### src/rtl/angle_readout_defines.svh
// constants for the angle sensor readout block
`ifndef ANGLE_READOUT_DEFINES_SVH
`define ANGLE_READOUT_DEFINES_SVH
`define CLK_MHZ           125
`define BASE_PERIOD_US    25
`define BASE_PERIOD_CYC   (`BASE_PERIOD_US * `CLK_MHZ)
`define INIT_TIME_US      300
`define INIT_TIME_CYC     (`INIT_TIME_US * `CLK_MHZ)
`define REG_ANGLE         4'h0
`define REG_STATUS        4'h1
`define REG_CTRL          4'h2
`define REG_REF_ANGLE     4'h3
`define CTRL_SLOW_BIT     2
`define ADDR_ANGLE        4'h0
`define ADDR_CTRL         4'h4
`define ADDR_STATUS       4'h8
`define ADDR_REF          4'hC
`define AVERAGING_RESET   3'h3
`endif

### src/rtl/angle_readout_pkg.sv
// types for the angle sensor readout block
package angle_readout_pkg;
  typedef struct packed {
    logic supply_low;
    logic internal_fault_flag;
    logic magnet_lost_flag;
    logic nvm_corrected;
    logic nvm_uncorrectable;
    logic battery_loss_flag;
  } diag_s;
  typedef enum logic [1:0] {ST_INIT, ST_RUN} phase_e;
endpackage

### src/rtl/angle_sensor_readout.sv
// angle sensor readout: sampling, diagnostics, spi slave and avalon registers
//
// Design decisions made here: the address map and the Avalon-MM interface to the registers.
`timescale 1ns/1ps
`include "angle_readout_defines.svh"
module angle_sensor_readout #(
  parameter int          INIT_CYC   = `INIT_TIME_CYC,
  parameter int          BASE_CYC   = `BASE_PERIOD_CYC,
  parameter int          WDOG_CYC   = 8 * `BASE_PERIOD_CYC,
  parameter logic [12:0] NVM_REF    = 13'h0000,
  parameter logic        NVM_SLOW   = 1'b0,
  parameter logic [2:0]  NVM_AVERAGING = `AVERAGING_RESET
) (
  // clock and reset
  input  wire logic        MCLK_I,
  input  wire logic        NRST_I,
  input  wire logic        CE_I,
  // front end
  input  wire logic [12:0] RAW_ANGLE_I,
  input  wire logic        CONV_TICK_I,
  input  wire logic        FIELD_LOW_I,
  input  wire logic        SUPPLY_GOOD_I,
  input  wire logic        SUPPLY_LOW_I,
  input  wire logic        BATTERY_LOST_I,
  input  wire logic        NVM_CORR_I,
  input  wire logic        NVM_UNCORR_I,
  // spi pins
  input  wire logic        SCLK_I,
  input  wire logic        CS_N_I,
  input  wire logic        MOSI_I,
  output logic             MISO_O,
  output logic             MISO_OE_O,
  // avalon-mm slave
  input  wire logic [3:0]  AVS_ADDRESS_I,
  input  wire logic        AVS_READ_I,
  input  wire logic        AVS_WRITE_I,
  input  wire logic [31:0] AVS_WRITEDATA_I,
  output logic [31:0]      AVS_READDATA_O,
  output logic             AVS_WAITREQUEST_O,
  // status
  output logic             READY_O,
  output logic             SLOW_MODE_O
);

  // pin synchronisers
  logic [1:0] sclk_sy_ff;
  logic [1:0] cs_sy_ff;
  logic [1:0] mosi_sy_ff;
  logic [1:0] sg_sy_ff;
  logic [4:0] async_sy_ff;
  logic [4:0] async_q_ff;
  logic       sclk_d_ff;

  always_ff @(posedge MCLK_I or negedge NRST_I)
  begin
    if (!NRST_I)
    begin
      sclk_sy_ff  <= 2'h0;
      cs_sy_ff    <= 2'h3;
      mosi_sy_ff  <= 2'h0;
      sg_sy_ff    <= 2'h0;
      async_sy_ff <= 5'h00;
      async_q_ff  <= 5'h00;
      sclk_d_ff   <= 1'b0;
    end
    else if (CE_I)
    begin
      sclk_sy_ff  <= {sclk_sy_ff[0], SCLK_I};
      cs_sy_ff    <= {cs_sy_ff[0], CS_N_I};
      mosi_sy_ff  <= {mosi_sy_ff[0], MOSI_I};
      sg_sy_ff    <= {sg_sy_ff[0], SUPPLY_GOOD_I};
      async_sy_ff <= {SUPPLY_LOW_I, FIELD_LOW_I, BATTERY_LOST_I, NVM_CORR_I, NVM_UNCORR_I};
      async_q_ff  <= async_sy_ff;
      sclk_d_ff   <= sclk_sy_ff[1];
    end
  end

  wire sclk_s   = sclk_sy_ff[1];
  wire cs_n_s   = cs_sy_ff[1];
  wire mosi_s   = mosi_sy_ff[1];
  wire sup_good = sg_sy_ff[1];
  wire sclk_rise = sclk_s & ~sclk_d_ff;
  wire sclk_fall = ~sclk_s & sclk_d_ff;

  // power-up initialization
  angle_readout_pkg::phase_e phase_ff;
  logic [31:0]               init_cnt_ff;
  wire init_done = (init_cnt_ff == INIT_CYC - 1);

  always_ff @(posedge MCLK_I or negedge NRST_I)
  begin
    if (!NRST_I)
    begin
      phase_ff    <= angle_readout_pkg::ST_INIT;
      init_cnt_ff <= 32'h0;
    end
    else if (CE_I)
    begin
      case (phase_ff)
        angle_readout_pkg::ST_INIT:
        begin
          init_cnt_ff <= init_cnt_ff + 32'h1;
          if (init_done)
            phase_ff <= angle_readout_pkg::ST_RUN;
        end
        angle_readout_pkg::ST_RUN: phase_ff <= angle_readout_pkg::ST_RUN;
        default: phase_ff <= angle_readout_pkg::ST_INIT;
      endcase
    end
  end

  wire running = (phase_ff == angle_readout_pkg::ST_RUN);
  wire serial_ok = running & sup_good;

  // configuration registers, defaults from nonvolatile image
  logic        slow_ff;
  logic [2:0]  averaging_select_ff;
  logic [12:0] ref_ff;
  logic        cfg_loaded_ff;

  // refresh timer
  logic [31:0] per_cnt_ff;
  wire  [31:0] period_cyc = slow_ff ? (32'(BASE_CYC) << averaging_select_ff)
                                    : 32'(BASE_CYC);
  wire         per_tick = running & (per_cnt_ff >= period_cyc - 32'h1);

  always_ff @(posedge MCLK_I or negedge NRST_I)
  begin
    if (!NRST_I)
      per_cnt_ff <= 32'h0;
    else if (CE_I)
      per_cnt_ff <= per_tick ? 32'h0 : per_cnt_ff + 32'h1;
  end

  // watchdog: front-end tick must arrive within the window
  logic [31:0] wdog_ff;
  logic        ifault_ff;
  always_ff @(posedge MCLK_I or negedge NRST_I)
  begin
    if (!NRST_I)
    begin
      wdog_ff   <= 32'h0;
      ifault_ff <= 1'b0;
    end
    else if (CE_I && running)
    begin
      wdog_ff <= CONV_TICK_I ? 32'h0 : wdog_ff + 32'h1;
      if (wdog_ff >= WDOG_CYC - 1)
        ifault_ff <= 1'b1;
    end
  end

  // sample capture with diagnostics
  angle_readout_pkg::diag_s diag_now;
  angle_readout_pkg::diag_s diag_ff;
  logic [12:0]              angle_ff;
  logic                     batt_seen_ff;
  logic                     corr_seen_ff;
  logic                     uncorr_seen_ff;
  logic                     flag_clr;

  assign diag_now.supply_low          = async_q_ff[4];
  assign diag_now.magnet_lost_flag    = async_q_ff[3];
  assign diag_now.internal_fault_flag = ifault_ff;
  assign diag_now.battery_loss_flag   = batt_seen_ff | async_q_ff[2];
  assign diag_now.nvm_corrected       = corr_seen_ff | async_q_ff[1];
  assign diag_now.nvm_uncorrectable   = uncorr_seen_ff | async_q_ff[0];

  always_ff @(posedge MCLK_I or negedge NRST_I)
  begin
    if (!NRST_I)
    begin
      batt_seen_ff   <= 1'b0;
      corr_seen_ff   <= 1'b0;
      uncorr_seen_ff <= 1'b0;
    end
    else if (CE_I)
    begin
      // set wins over a simultaneous clear
      batt_seen_ff   <= async_q_ff[2] | (batt_seen_ff & ~flag_clr);
      corr_seen_ff   <= async_q_ff[1] | (corr_seen_ff & ~flag_clr);
      uncorr_seen_ff <= async_q_ff[0] | (uncorr_seen_ff & ~flag_clr);
    end
  end

  always_ff @(posedge MCLK_I or negedge NRST_I)
  begin
    if (!NRST_I)
    begin
      angle_ff <= 13'h0000;
      diag_ff  <= '0;
    end
    else if (CE_I && per_tick)
    begin
      angle_ff <= RAW_ANGLE_I - ref_ff;
      diag_ff  <= diag_now;
    end
  end

  // spi slave: frame of 16 bits, mode 0, msb first
  logic [15:0] rx_ff;
  logic [15:0] tx_ff;
  logic [4:0]  bit_cnt_ff;
  logic [3:0]  rd_addr_ff;
  logic        sw_wr;
  logic [15:0] resp_word;
  logic        spi_wr_ff;
  logic [15:0] spi_wdata_ff;
  logic        miso_ff;
  wire         frame_end = (bit_cnt_ff == 5'h0F) & sclk_rise;
  wire  [15:0] rx_full = {rx_ff[14:0], mosi_s};

  // answer of a register index
  function automatic logic [15:0] reg_word(input logic [3:0] idx,
                                           input logic [12:0] ang,
                                           input angle_readout_pkg::diag_s d,
                                           input logic sl, input logic [2:0] av,
                                           input logic [12:0] rf);
    logic [15:0] w;
    w = 16'h0000;
    case (idx)
      `REG_ANGLE:     w = {d.supply_low, d.internal_fault_flag, d.magnet_lost_flag, ang};
      `REG_STATUS:    w = {10'h000, d};
      `REG_CTRL:      w = {12'h000, av[0], sl, av[2:1]};
      `REG_REF_ANGLE: w = {3'h0, rf};
      default:        w = 16'h0000;
    endcase
    return w;
  endfunction

  assign resp_word = reg_word(rd_addr_ff, angle_ff, diag_ff, slow_ff,
                              averaging_select_ff, ref_ff);

  always_ff @(posedge MCLK_I or negedge NRST_I)
  begin
    if (!NRST_I)
    begin
      rx_ff        <= 16'h0000;
      tx_ff        <= 16'h0000;
      bit_cnt_ff   <= 5'h00;
      rd_addr_ff   <= 4'h0;
      spi_wr_ff    <= 1'b0;
      spi_wdata_ff <= 16'h0000;
      miso_ff      <= 1'b0;
    end
    else if (CE_I)
    begin
      spi_wr_ff <= 1'b0;
      if (cs_n_s || !serial_ok)
      begin
        bit_cnt_ff <= 5'h00;
        tx_ff      <= resp_word;
        miso_ff    <= resp_word[15];
      end
      else
      begin
        if (sclk_rise)
        begin
          rx_ff      <= rx_full;
          bit_cnt_ff <= (bit_cnt_ff == 5'h0F) ? 5'h00 : bit_cnt_ff + 5'h01;
        end
        if (sclk_fall)
        begin
          tx_ff   <= {tx_ff[14:0], 1'b0};
          miso_ff <= tx_ff[14];
        end
        if (frame_end)
        begin
          // bit 15 set means write, bits 14:11 the register index
          if (rx_full[15])
          begin
            spi_wr_ff    <= 1'b1;
            spi_wdata_ff <= rx_full;
          end
          else
            rd_addr_ff <= rx_full[14:11];
        end
      end
    end
  end

  assign MISO_O    = miso_ff;
  assign MISO_OE_O = ~cs_n_s & serial_ok;

  // avalon slave: one wait cycle on every access
  logic        ack_ff;
  logic [31:0] rdata_ff;
  wire         avs_req = AVS_READ_I | AVS_WRITE_I;
  wire         avs_do  = avs_req & ~ack_ff;
  // writes land on the completing edge, when waitrequest is already low
  wire         avs_fin = avs_req & ack_ff;
  wire [3:0]   avs_idx = (AVS_ADDRESS_I == `ADDR_ANGLE)  ? `REG_ANGLE :
                         (AVS_ADDRESS_I == `ADDR_STATUS) ? `REG_STATUS :
                         (AVS_ADDRESS_I == `ADDR_CTRL)   ? `REG_CTRL :
                         (AVS_ADDRESS_I == `ADDR_REF)    ? `REG_REF_ANGLE : 4'hF;
  wire         avs_wr_ctrl = avs_fin & AVS_WRITE_I & (AVS_ADDRESS_I == `ADDR_CTRL);
  wire         avs_wr_ref  = avs_fin & AVS_WRITE_I & (AVS_ADDRESS_I == `ADDR_REF);
  wire         avs_wr_stat = avs_fin & AVS_WRITE_I & (AVS_ADDRESS_I == `ADDR_STATUS);
  wire [15:0]  avs_word = reg_word(avs_idx, angle_ff, diag_ff, slow_ff,
                                   averaging_select_ff, ref_ff);
  wire         spi_ctrl = spi_wr_ff & (spi_wdata_ff[14:11] == `REG_CTRL);
  wire         spi_ref  = spi_wr_ff & (spi_wdata_ff[14:11] == `REG_REF_ANGLE);
  assign flag_clr = avs_wr_stat & AVS_WRITEDATA_I[0];

  always_ff @(posedge MCLK_I or negedge NRST_I)
  begin
    if (!NRST_I)
    begin
      ack_ff   <= 1'b0;
      rdata_ff <= 32'h0;
    end
    else if (CE_I)
    begin
      ack_ff <= avs_do;
      if (avs_do && AVS_READ_I)
        rdata_ff <= {16'h0000, avs_word};
    end
  end

  assign AVS_WAITREQUEST_O = avs_req & ~ack_ff;
  assign AVS_READDATA_O    = rdata_ff;

  // configuration: reset to zero with averaging at AVERAGING_RESET, nonvolatile image loaded on the first enabled cycle after reset
  always_ff @(posedge MCLK_I or negedge NRST_I)
  begin
    if (!NRST_I)
    begin
      slow_ff       <= 1'b0;
      averaging_select_ff <= `AVERAGING_RESET;
      ref_ff        <= 13'h0000;
      cfg_loaded_ff <= 1'b0;
    end
    else if (CE_I)
    begin
      if (!cfg_loaded_ff)
      begin
        slow_ff       <= NVM_SLOW;
        averaging_select_ff <= NVM_AVERAGING;
        ref_ff        <= NVM_REF;
        cfg_loaded_ff <= 1'b1;
      end
      else if (spi_ctrl)
      begin
        slow_ff <= spi_wdata_ff[`CTRL_SLOW_BIT];
        averaging_select_ff <= {spi_wdata_ff[1:0], spi_wdata_ff[3]};
      end
      else if (avs_wr_ctrl)
      begin
        slow_ff <= AVS_WRITEDATA_I[`CTRL_SLOW_BIT];
        averaging_select_ff <= {AVS_WRITEDATA_I[1:0], AVS_WRITEDATA_I[3]};
      end
      else if (spi_ref)
        ref_ff <= spi_wdata_ff[12:0];
      else if (avs_wr_ref)
        ref_ff <= AVS_WRITEDATA_I[12:0];
    end
  end

  assign READY_O     = running;
  assign SLOW_MODE_O = slow_ff;

endmodule

### config.mk
export PLATFORM = sky130hd
export DESIGN_NAME = angle_sensor_readout
export DESIGN_NICKNAME = d
export VERILOG_FILES = /design/src/rtl/angle_readout_pkg.sv /design/src/rtl/angle_sensor_readout.sv
export VERILOG_INCLUDE_DIRS = /design/src /design/src/rtl
export SDC_FILE = /design/constraint.sdc
export NUM_CORES = 1
export LEC_CHECK = 0
export ABC_AREA = 1
export BUFFER_PORTS_ARGS = -buffer_cell sky130_fd_sc_hd__buf_2
export CAP_MARGIN = 10
export CELL_PAD_IN_SITES_DETAIL_PLACEMENT = 0
export CELL_PAD_IN_SITES_GLOBAL_PLACEMENT = 1
export CORE_MARGIN = 1.5
export CORE_UTILIZATION = 35
export DETAILED_ROUTE_END_ITERATION = 6
export GPL_ROUTABILITY_DRIVEN = 0
export PLACE_DENSITY = 0.7
export SLEW_MARGIN = 40
export SYNTH_ARGS = -nofsm -noshare
export SYNTH_HDL_FRONTEND = slang
export SYNTH_SLANG_ARGS = --single-unit
### constraint.sdc
create_clock -name MCLK_I -period 3.1 [get_ports MCLK_I]
set_clock_uncertainty 0.05 [all_clocks]
set_input_delay 0.465 -clock MCLK_I [delete_from_list [all_inputs] [get_ports MCLK_I]]
set_output_delay 0.465 -clock MCLK_I [all_outputs]
set_load 0.02 [all_outputs]
==> metrics, run 1 <==
commonest non-fill, non-tap cells in the layout nand2_1, dfrtp_1, inv_1; PortBufs 65; Max Cap Viol 0; pre-CTS setup slack 0.05440 ns; Initial Util 35.69%; post-placement cell count 2,219; crit path time final 2.918 ns; Filler cells 3,821; vias in the first global route 10,815; Crit Path Class register to register; area occupied by multi-input gates 6475 um^2; crit share post-route 94.12%; drt pass-1 iters 5; Area Overhead vs Synth 16.28%; most common cell after layout, fill and taps aside nand2_1; CTS H-tree depth 1; Synth area leader dfrtp_1; worst r2r src averaging_select_ff[1]; global-route wire length before repair between 50,000 and 60,000 um; Clk Tree Root Cell clkbuf_16; ranking of synthesized cells by area dfrtp_1, nand2_1, inv_1, ha_1, nor2_1; CTS tree built; Seq/Total Area, Yosys 43.88%; P_leak 7.605 nW; drt drc 0; CP arrival between 3 and 4 ns; antenna viol nets, final 0; largest net degree at the start of global routing 74; CP dominant cell by count nand2_1; Final HPWL DP 25,670 um; initial antenna violation count 0; Reg2Reg Depth 17; Cell Pwr Density about 610 nW/um^2; layout cell share with drive strength beyond 1 11.41%; cell row count 70; Non-Filler Instances 2,273; Worst Tran Pin Value 0.6923 ns; clock sinks 230; Die Height a little under 200 um; CTS Buf Count 28; f_max about 340 MHz; die width 196.7 um; Worst EP required 3.48 ns; wire length per cell 15.33 um; NumNets Final ~1,900; outcome completed; CP bufs+invs 4; core box area ~37,000 um^2; synth warn 0; CTS Buffer Depth 3; number of flops mapped to enable cells by yosys 0; Final setup violation count 0; Final WS setup about 0.18 ns; Worst-path clk slew approximately 0.06 ns; Reg area 5761 um^2; Slew headroom between 50 and 60%; Worst R2R End angle_ff[9]; vias per inst 4.917; Synth top area share 43.08%; Crit. End Element register; Slew Viols, Final 0; Synth Flop Type dfrtp_1; die area 38,680 um^2; Mapped Area between 10,000 and 15,000 um^2; Syn Inst Count 1,677; Seq cells post-synth 230; final core occ 41.50%; FF-to-FF setup slack ~0.18 ns; peak supply drop 0.4243 mV; drt total wl between 30,000 and 40,000 um; syn_area_per_cell between 7 and 8 um^2; hold path cells 3; All-Layer GR Usage 18.23%; Final Hold Slack about 0.067 ns; vias post-DR 11,176; Worst Hold Endpoint async_sy_ff[0]; GRT Residual Overflow 0; delay-heaviest family, CP adder cells; CP max stage cell dfstp_2; Worst Hold Launch NVM_UNCORR_I; CP max stage delay 0.53 ns; CP max FO 19; First DRT Iteration DRCs a little over 800; Synth cell types 50; fraction of registers with async set/reset 100.0%; CP Cell Sequence inv_1 -> ha_2 -> inv_1 -> o22ai_2 -> o221ai_1 -> ha_1 -> a21o_1 -> nor2_1 -> nand2_1 -> nand2_1 -> nand2_1 -> nand2_1 -> nand2_2 -> buf_4 -> buf_12 -> nand3_1 -> nand2_1; final number of hold-violating endpoints 0; Ant. Diodes 0; Skew-Pair Late Insertion Delay ~0.55 ns; I/O pins 101; Critical Path Source Type register; Min-Delay Path Class input pin to register
-- sequential cells by signal (all words and copies together) (netlist names), 6 cells and up --
register and cells:
rx_ff 15, init_cnt_ff 32, wdog_ff 32, spi_wdata_ff 15
angle_ff 13, ref_ff 13, diag_ff 6, per_cnt_ff 32
tx_ff 15, AVS_READDATA_O 16
-- metrics by stage --
step	TNS (ns)	power, W	cell area, um^2
after floorplan	0	0.005086	13230
after global placement	0	0.005754	14180
after detailed placement	0	0.005789	14180
after CTS	0	0.009402	15200
after global routing	-0.1371	0.009905	15270
final	0	0.009323	15270
-- how the worst max path moves through the flow --
stage / startpoint / endpoint / slack (ns) / cells after the start
after global routing: averaging_select_ff[1] / angle_ff[3] / -0.02 / 19
after floorplan: averaging_select_ff[0] / per_cnt_ff[10] / 0.08 / 19
after CTS: averaging_select_ff[1] / per_cnt_ff[4] / 0.02 / 19
after global placement: averaging_select_ff[1] / angle_ff[9] / 0.06 / 19
after detailed placement: averaging_select_ff[1] / angle_ff[7] / 0.05 / 19
final: averaging_select_ff[1] / angle_ff[9] / 0.18 / 17
-- repair_timing --
item / CTS / global route
resized for setup: 0 / 17
setup endpoints to repair: 0 / 51
hold buffers: 1 / 0
buffers inserted: 0 / 1
hold endpoints to repair: 67 / 0
-- tightest hold or removal path, stage by stage --
cell and delay (ns):
buf_2 0.07, nand2_1 0.04, nand2_1 0.05
-- per-layer routing --
layer  vias to the layer above  part of all wire (%)  track usage, %
met5                         -                     0               0
met4                         0                   2.0           4.071
met3                        51                   4.4           2.413
met2                       232                    45           29.13
met1                      5261                    49           26.28
li1                       5632                     -               -
-- cells by family after synthesis --
logic type	Yosys count	share of synthesized area, %
AOI/OAI and AO/OA	252	10.88
xor gates and xnor gates	68	4.536
adders and majority gates	57	5.489
buffers and inverters	254	7.939
DFF	230	43.88
muxes	11	0.9435
other	2	0.05720
and+or+nand+nor	803	26.27
-- report_power, final --
group / internal [W] / switching [W] / total [W]
Clock: 0.00223 / 0.00132 / 0.00354
Sequential: 0.00347 / 0.000365 / 0.00384
Combinational: 0.000739 / 0.00120 / 0.00194
Total: 0.00644 / 0.00289 / 0.00932
-- Yosys cell counts (4+ instances only) --
library cell  count
nor3_1           29
inv_2             6
buf_2             5
nor3b_1           4
o21bai_1          5
nor2_2            8
mux2_2           11
clkbuf_1         25
nor3_2            4
dfstp_2           4
nor2_1          177
a21oi_1          61
o211ai_1         10
nand3_1          96
inv_1           195
nand2_1         430
o21ai_0         103
nand4_1          27
o21ai_1          19
ha_1             56
buf_4            18
o22ai_1          25
a22o_1            4
nor4_1            9
xnor2_1          16
o21a_1            4
xor2_1           52
o2111ai_1         4
dfrtp_1         226
nor2_4            4
nand3_2           4
-- layout make-up --
| type | instances | share of cell area (%) |
|---|---|---|
| multi-input cells | 1220 | 42.41 |
| inverters | 204 | 5.032 |
| clock inverters | 9 | 0.9835 |
| flip-flops and latches | 230 | 37.73 |
| well taps | 468 | 3.836 |
| clock buffers | 43 | 5.622 |
| repair buffers | 99 | 4.377 |
Note: power is estimated with default switching activity, not from simulation.
==> run 2, diff against run 1 <==
--- a/config.mk
+++ b/config.mk
@@ -7,15 +7,15 @@
 export NUM_CORES = 1
 export LEC_CHECK = 0
 export ABC_AREA = 1
-export BUFFER_PORTS_ARGS = -buffer_cell sky130_fd_sc_hd__buf_2
 export CAP_MARGIN = 10
 export CELL_PAD_IN_SITES_DETAIL_PLACEMENT = 0
 export CELL_PAD_IN_SITES_GLOBAL_PLACEMENT = 1
 export CORE_MARGIN = 1.5
 export CORE_UTILIZATION = 35
 export DETAILED_ROUTE_END_ITERATION = 6
+export DONT_BUFFER_PORTS = 1
 export GPL_ROUTABILITY_DRIVEN = 0
-export PLACE_DENSITY = 0.7
+export PLACE_DENSITY = 0.67
 export SLEW_MARGIN = 40
 export SYNTH_ARGS = -nofsm -noshare
 export SYNTH_HDL_FRONTEND = slang
==> metrics, run 2 (same netlist as run 1, synthesis figures left out) <==
outcome finished, violations left; failing checks hold timing; sw frac a little under a third; CP arrival around 3.3 ns; Worst Tran Pin Value 0.7972 ns; die area 38,680 um^2; Ant. Diodes 0; overall power 0.009021 W; largest net degree at the start of global routing 231; drt total wl 35,130 um; Max Cap Viol 0; Die Height 196.7 um; post-placement cell count 2,149; Net Switching 0.002820 W; First DRT Iteration DRCs between 500 and 600; CTS H-tree depth 1; crit path time final 2.887 ns; CP Cell Sequence inv_1 -> ha_2 -> o21ai_2 -> ha_2 -> nand3_1 -> xor2_1 -> ha_1 -> nand2_1 -> nor2_2 -> nand2_1 -> nor2_1 -> nor2_1 -> nand2_1 -> nand2_1 -> nand2_4 -> nand2_8 -> clkbuf_16 -> nand2_1 -> nand2_1; antenna viol nets, final 0; Slew Viols, Final 0; Slew headroom 46.80%; delay-heaviest family, CP simple AND/OR/NAND/NOR gates; clock sinks 230; All-Layer GR Usage 18.60%; vias in the first global route 10,746; CTS Buf Count 28; register share of total power 43.1%; Critical Path Source Type register; I/O pins 101; PortBufs 0; final core occ 40.72%; most common cell after layout, fill and taps aside nand2_1; global-route wire length before repair 57,640 um; Non-Filler Instances 2,214; initial antenna violation count 1; Worst-path clk slew ~0.060 ns; peak supply drop 0.3902 mV; layout cell share with drive strength beyond 1 approximately 8.0%; vias post-DR between 10,000 and 15,000; crit share post-route 93.12%; Crit. End Element register; wire length per cell 15.87 um; CP max stage delay 0.54 ns; Filler cells 3,796; Initial Util 35.69%; f_max 346.4 MHz; Min-Delay Path Class input pin to async pin; clock power share 37.1%; CTS Hold Bufs 10; Skew-Pair Late Insertion Delay ~0.57 ns; NumNets Final 1,847; commonest non-fill, non-tap cells in the layout nand2_1, dfrtp_1, inv_1; CTS tree built; Final HPWL DP ~25,000 um; Worst EP required between 3 and 4 ns; Area Overhead vs Synth 14.10%; biggest regs init_cnt_ff x32, per_cnt_ff x32, wdog_ff x32; final number of hold-violating endpoints 230; Cell Int Power 0.006201 W; Setup TNS Final 0 ns; CP max stage cell dfstp_2; die width 196.7 um; GRT Residual Overflow 0; CP max FO 6; Cell Pwr Density 602.2 nW/um^2; Comb power frac 19.9%; core box area 36,790 um^2; drt pass-1 iters 5; Clk Tree Root Cell clkbuf_16; P_leak 7.336 nW; CP dominant cell by count nand2_1; drt drc 0; CTS Buffer Depth 3; Final Hold Slack -0.4378 ns; vias per inst 4.919; cell row count 70; Final setup violation count 0; CP bufs+invs 2; Crit Path Class register to register
-- run 2: cell count changes in the layout (fill, tap and decap cells not counted), sizes merged --
cell / before / now
buf: 98 / 30
dlygate4sd3: 1 / 9
clkinv: 5 / 8
bufinv: 4 / 2
clkbuf: 43 / 45
clkinvlp: 2 / 0
-- run 2: worst paths after layout --
check                                        from             end  slack (ns)  cells past startpoint
min in group MCLK_I                   FIELD_LOW_I  async_sy_ff[3]        0.03                      2
max reg2reg                averaging_select_ff[0]     angle_ff[9]        0.21                     19
max in group asynchronous                  NRST_I     cs_sy_ff[1]        3.04                      0
min reg2reg                           sg_sy_ff[0]     sg_sy_ff[0]        0.42                      2
max                        averaging_select_ff[0]     angle_ff[9]        0.21                     19
min                                        NRST_I     wdog_ff[17]       -0.44                      0
-- run 2: final cells by class --
cell class	count	area, um^2	share of cell area (%)
clock buffers	42	833.3	5.563
clock inverters	8	101.3	0.6765
inverters	204	773.2	5.162
multi-input cells	1220	6485	43.29
flip-flops and latches	230	5761	38.45
well taps	468	585.6	3.909
repair buffers	42	441.7	2.948
-- run 2: per-stage QoR --
step	hold WS [ns]	instance area [um^2]	setup slack [ns]
floorplan	0.1194	13230	0.07813
global placement	0.1378	13780	0.04474
detailed placement	0.1403	13780	0.02098
CTS	-0.4608	14820	0.004456
global route	-0.4655	14980	-0.01631
finish	-0.4378	14980	0.2134
-- run 2: routing by layer --
layer / share of wire, % / vias up / track usage (%)
met4: 1.7 / 2 / 4.326
met3: 4.7 / 37 / 3.593
met2: 44 / 168 / 29.24
li1: - / 5525 / -
met1: 50 / 5158 / 26.44
met5: 0.048 / - / 0
-- run 2: timing repair --
item,4_1_cts,5_1_grt
gates resized for setup,0,22
setup buffers,0,1
endpoints found under the hold margin,248,230
endpoints found under the setup margin,0,51
-- run 2: worst register-to-register path, stage by stage (launching register included) --
cell and delay, ns:
dfstp_2 0.54, inv_1 0.06, ha_2 0.19, o21ai_2 0.14, ha_2 0.21, nand3_1 0.09
xor2_1 0.16, ha_1 0.28, nand2_1 0.07, nor2_2 0.10, nand2_1 0.06, nor2_1 0.09
nor2_1 0.05, nand2_1 0.07, nand2_1 0.08, nand2_4 0.12, nand2_8 0.11, clkbuf_16 0.20
nand2_1 0.06, nand2_1 0.05
-- run 2: power by group through the flow --
stage               Sequential, W  Combinational, W  Clock [W]
CTS                       0.00388           0.00173    0.00344
global placement          0.00392           0.00167          0
finish                    0.00388           0.00179    0.00335
floorplan                 0.00381           0.00128          0
global route              0.00395           0.00206    0.00357
detailed placement        0.00392           0.00170          0
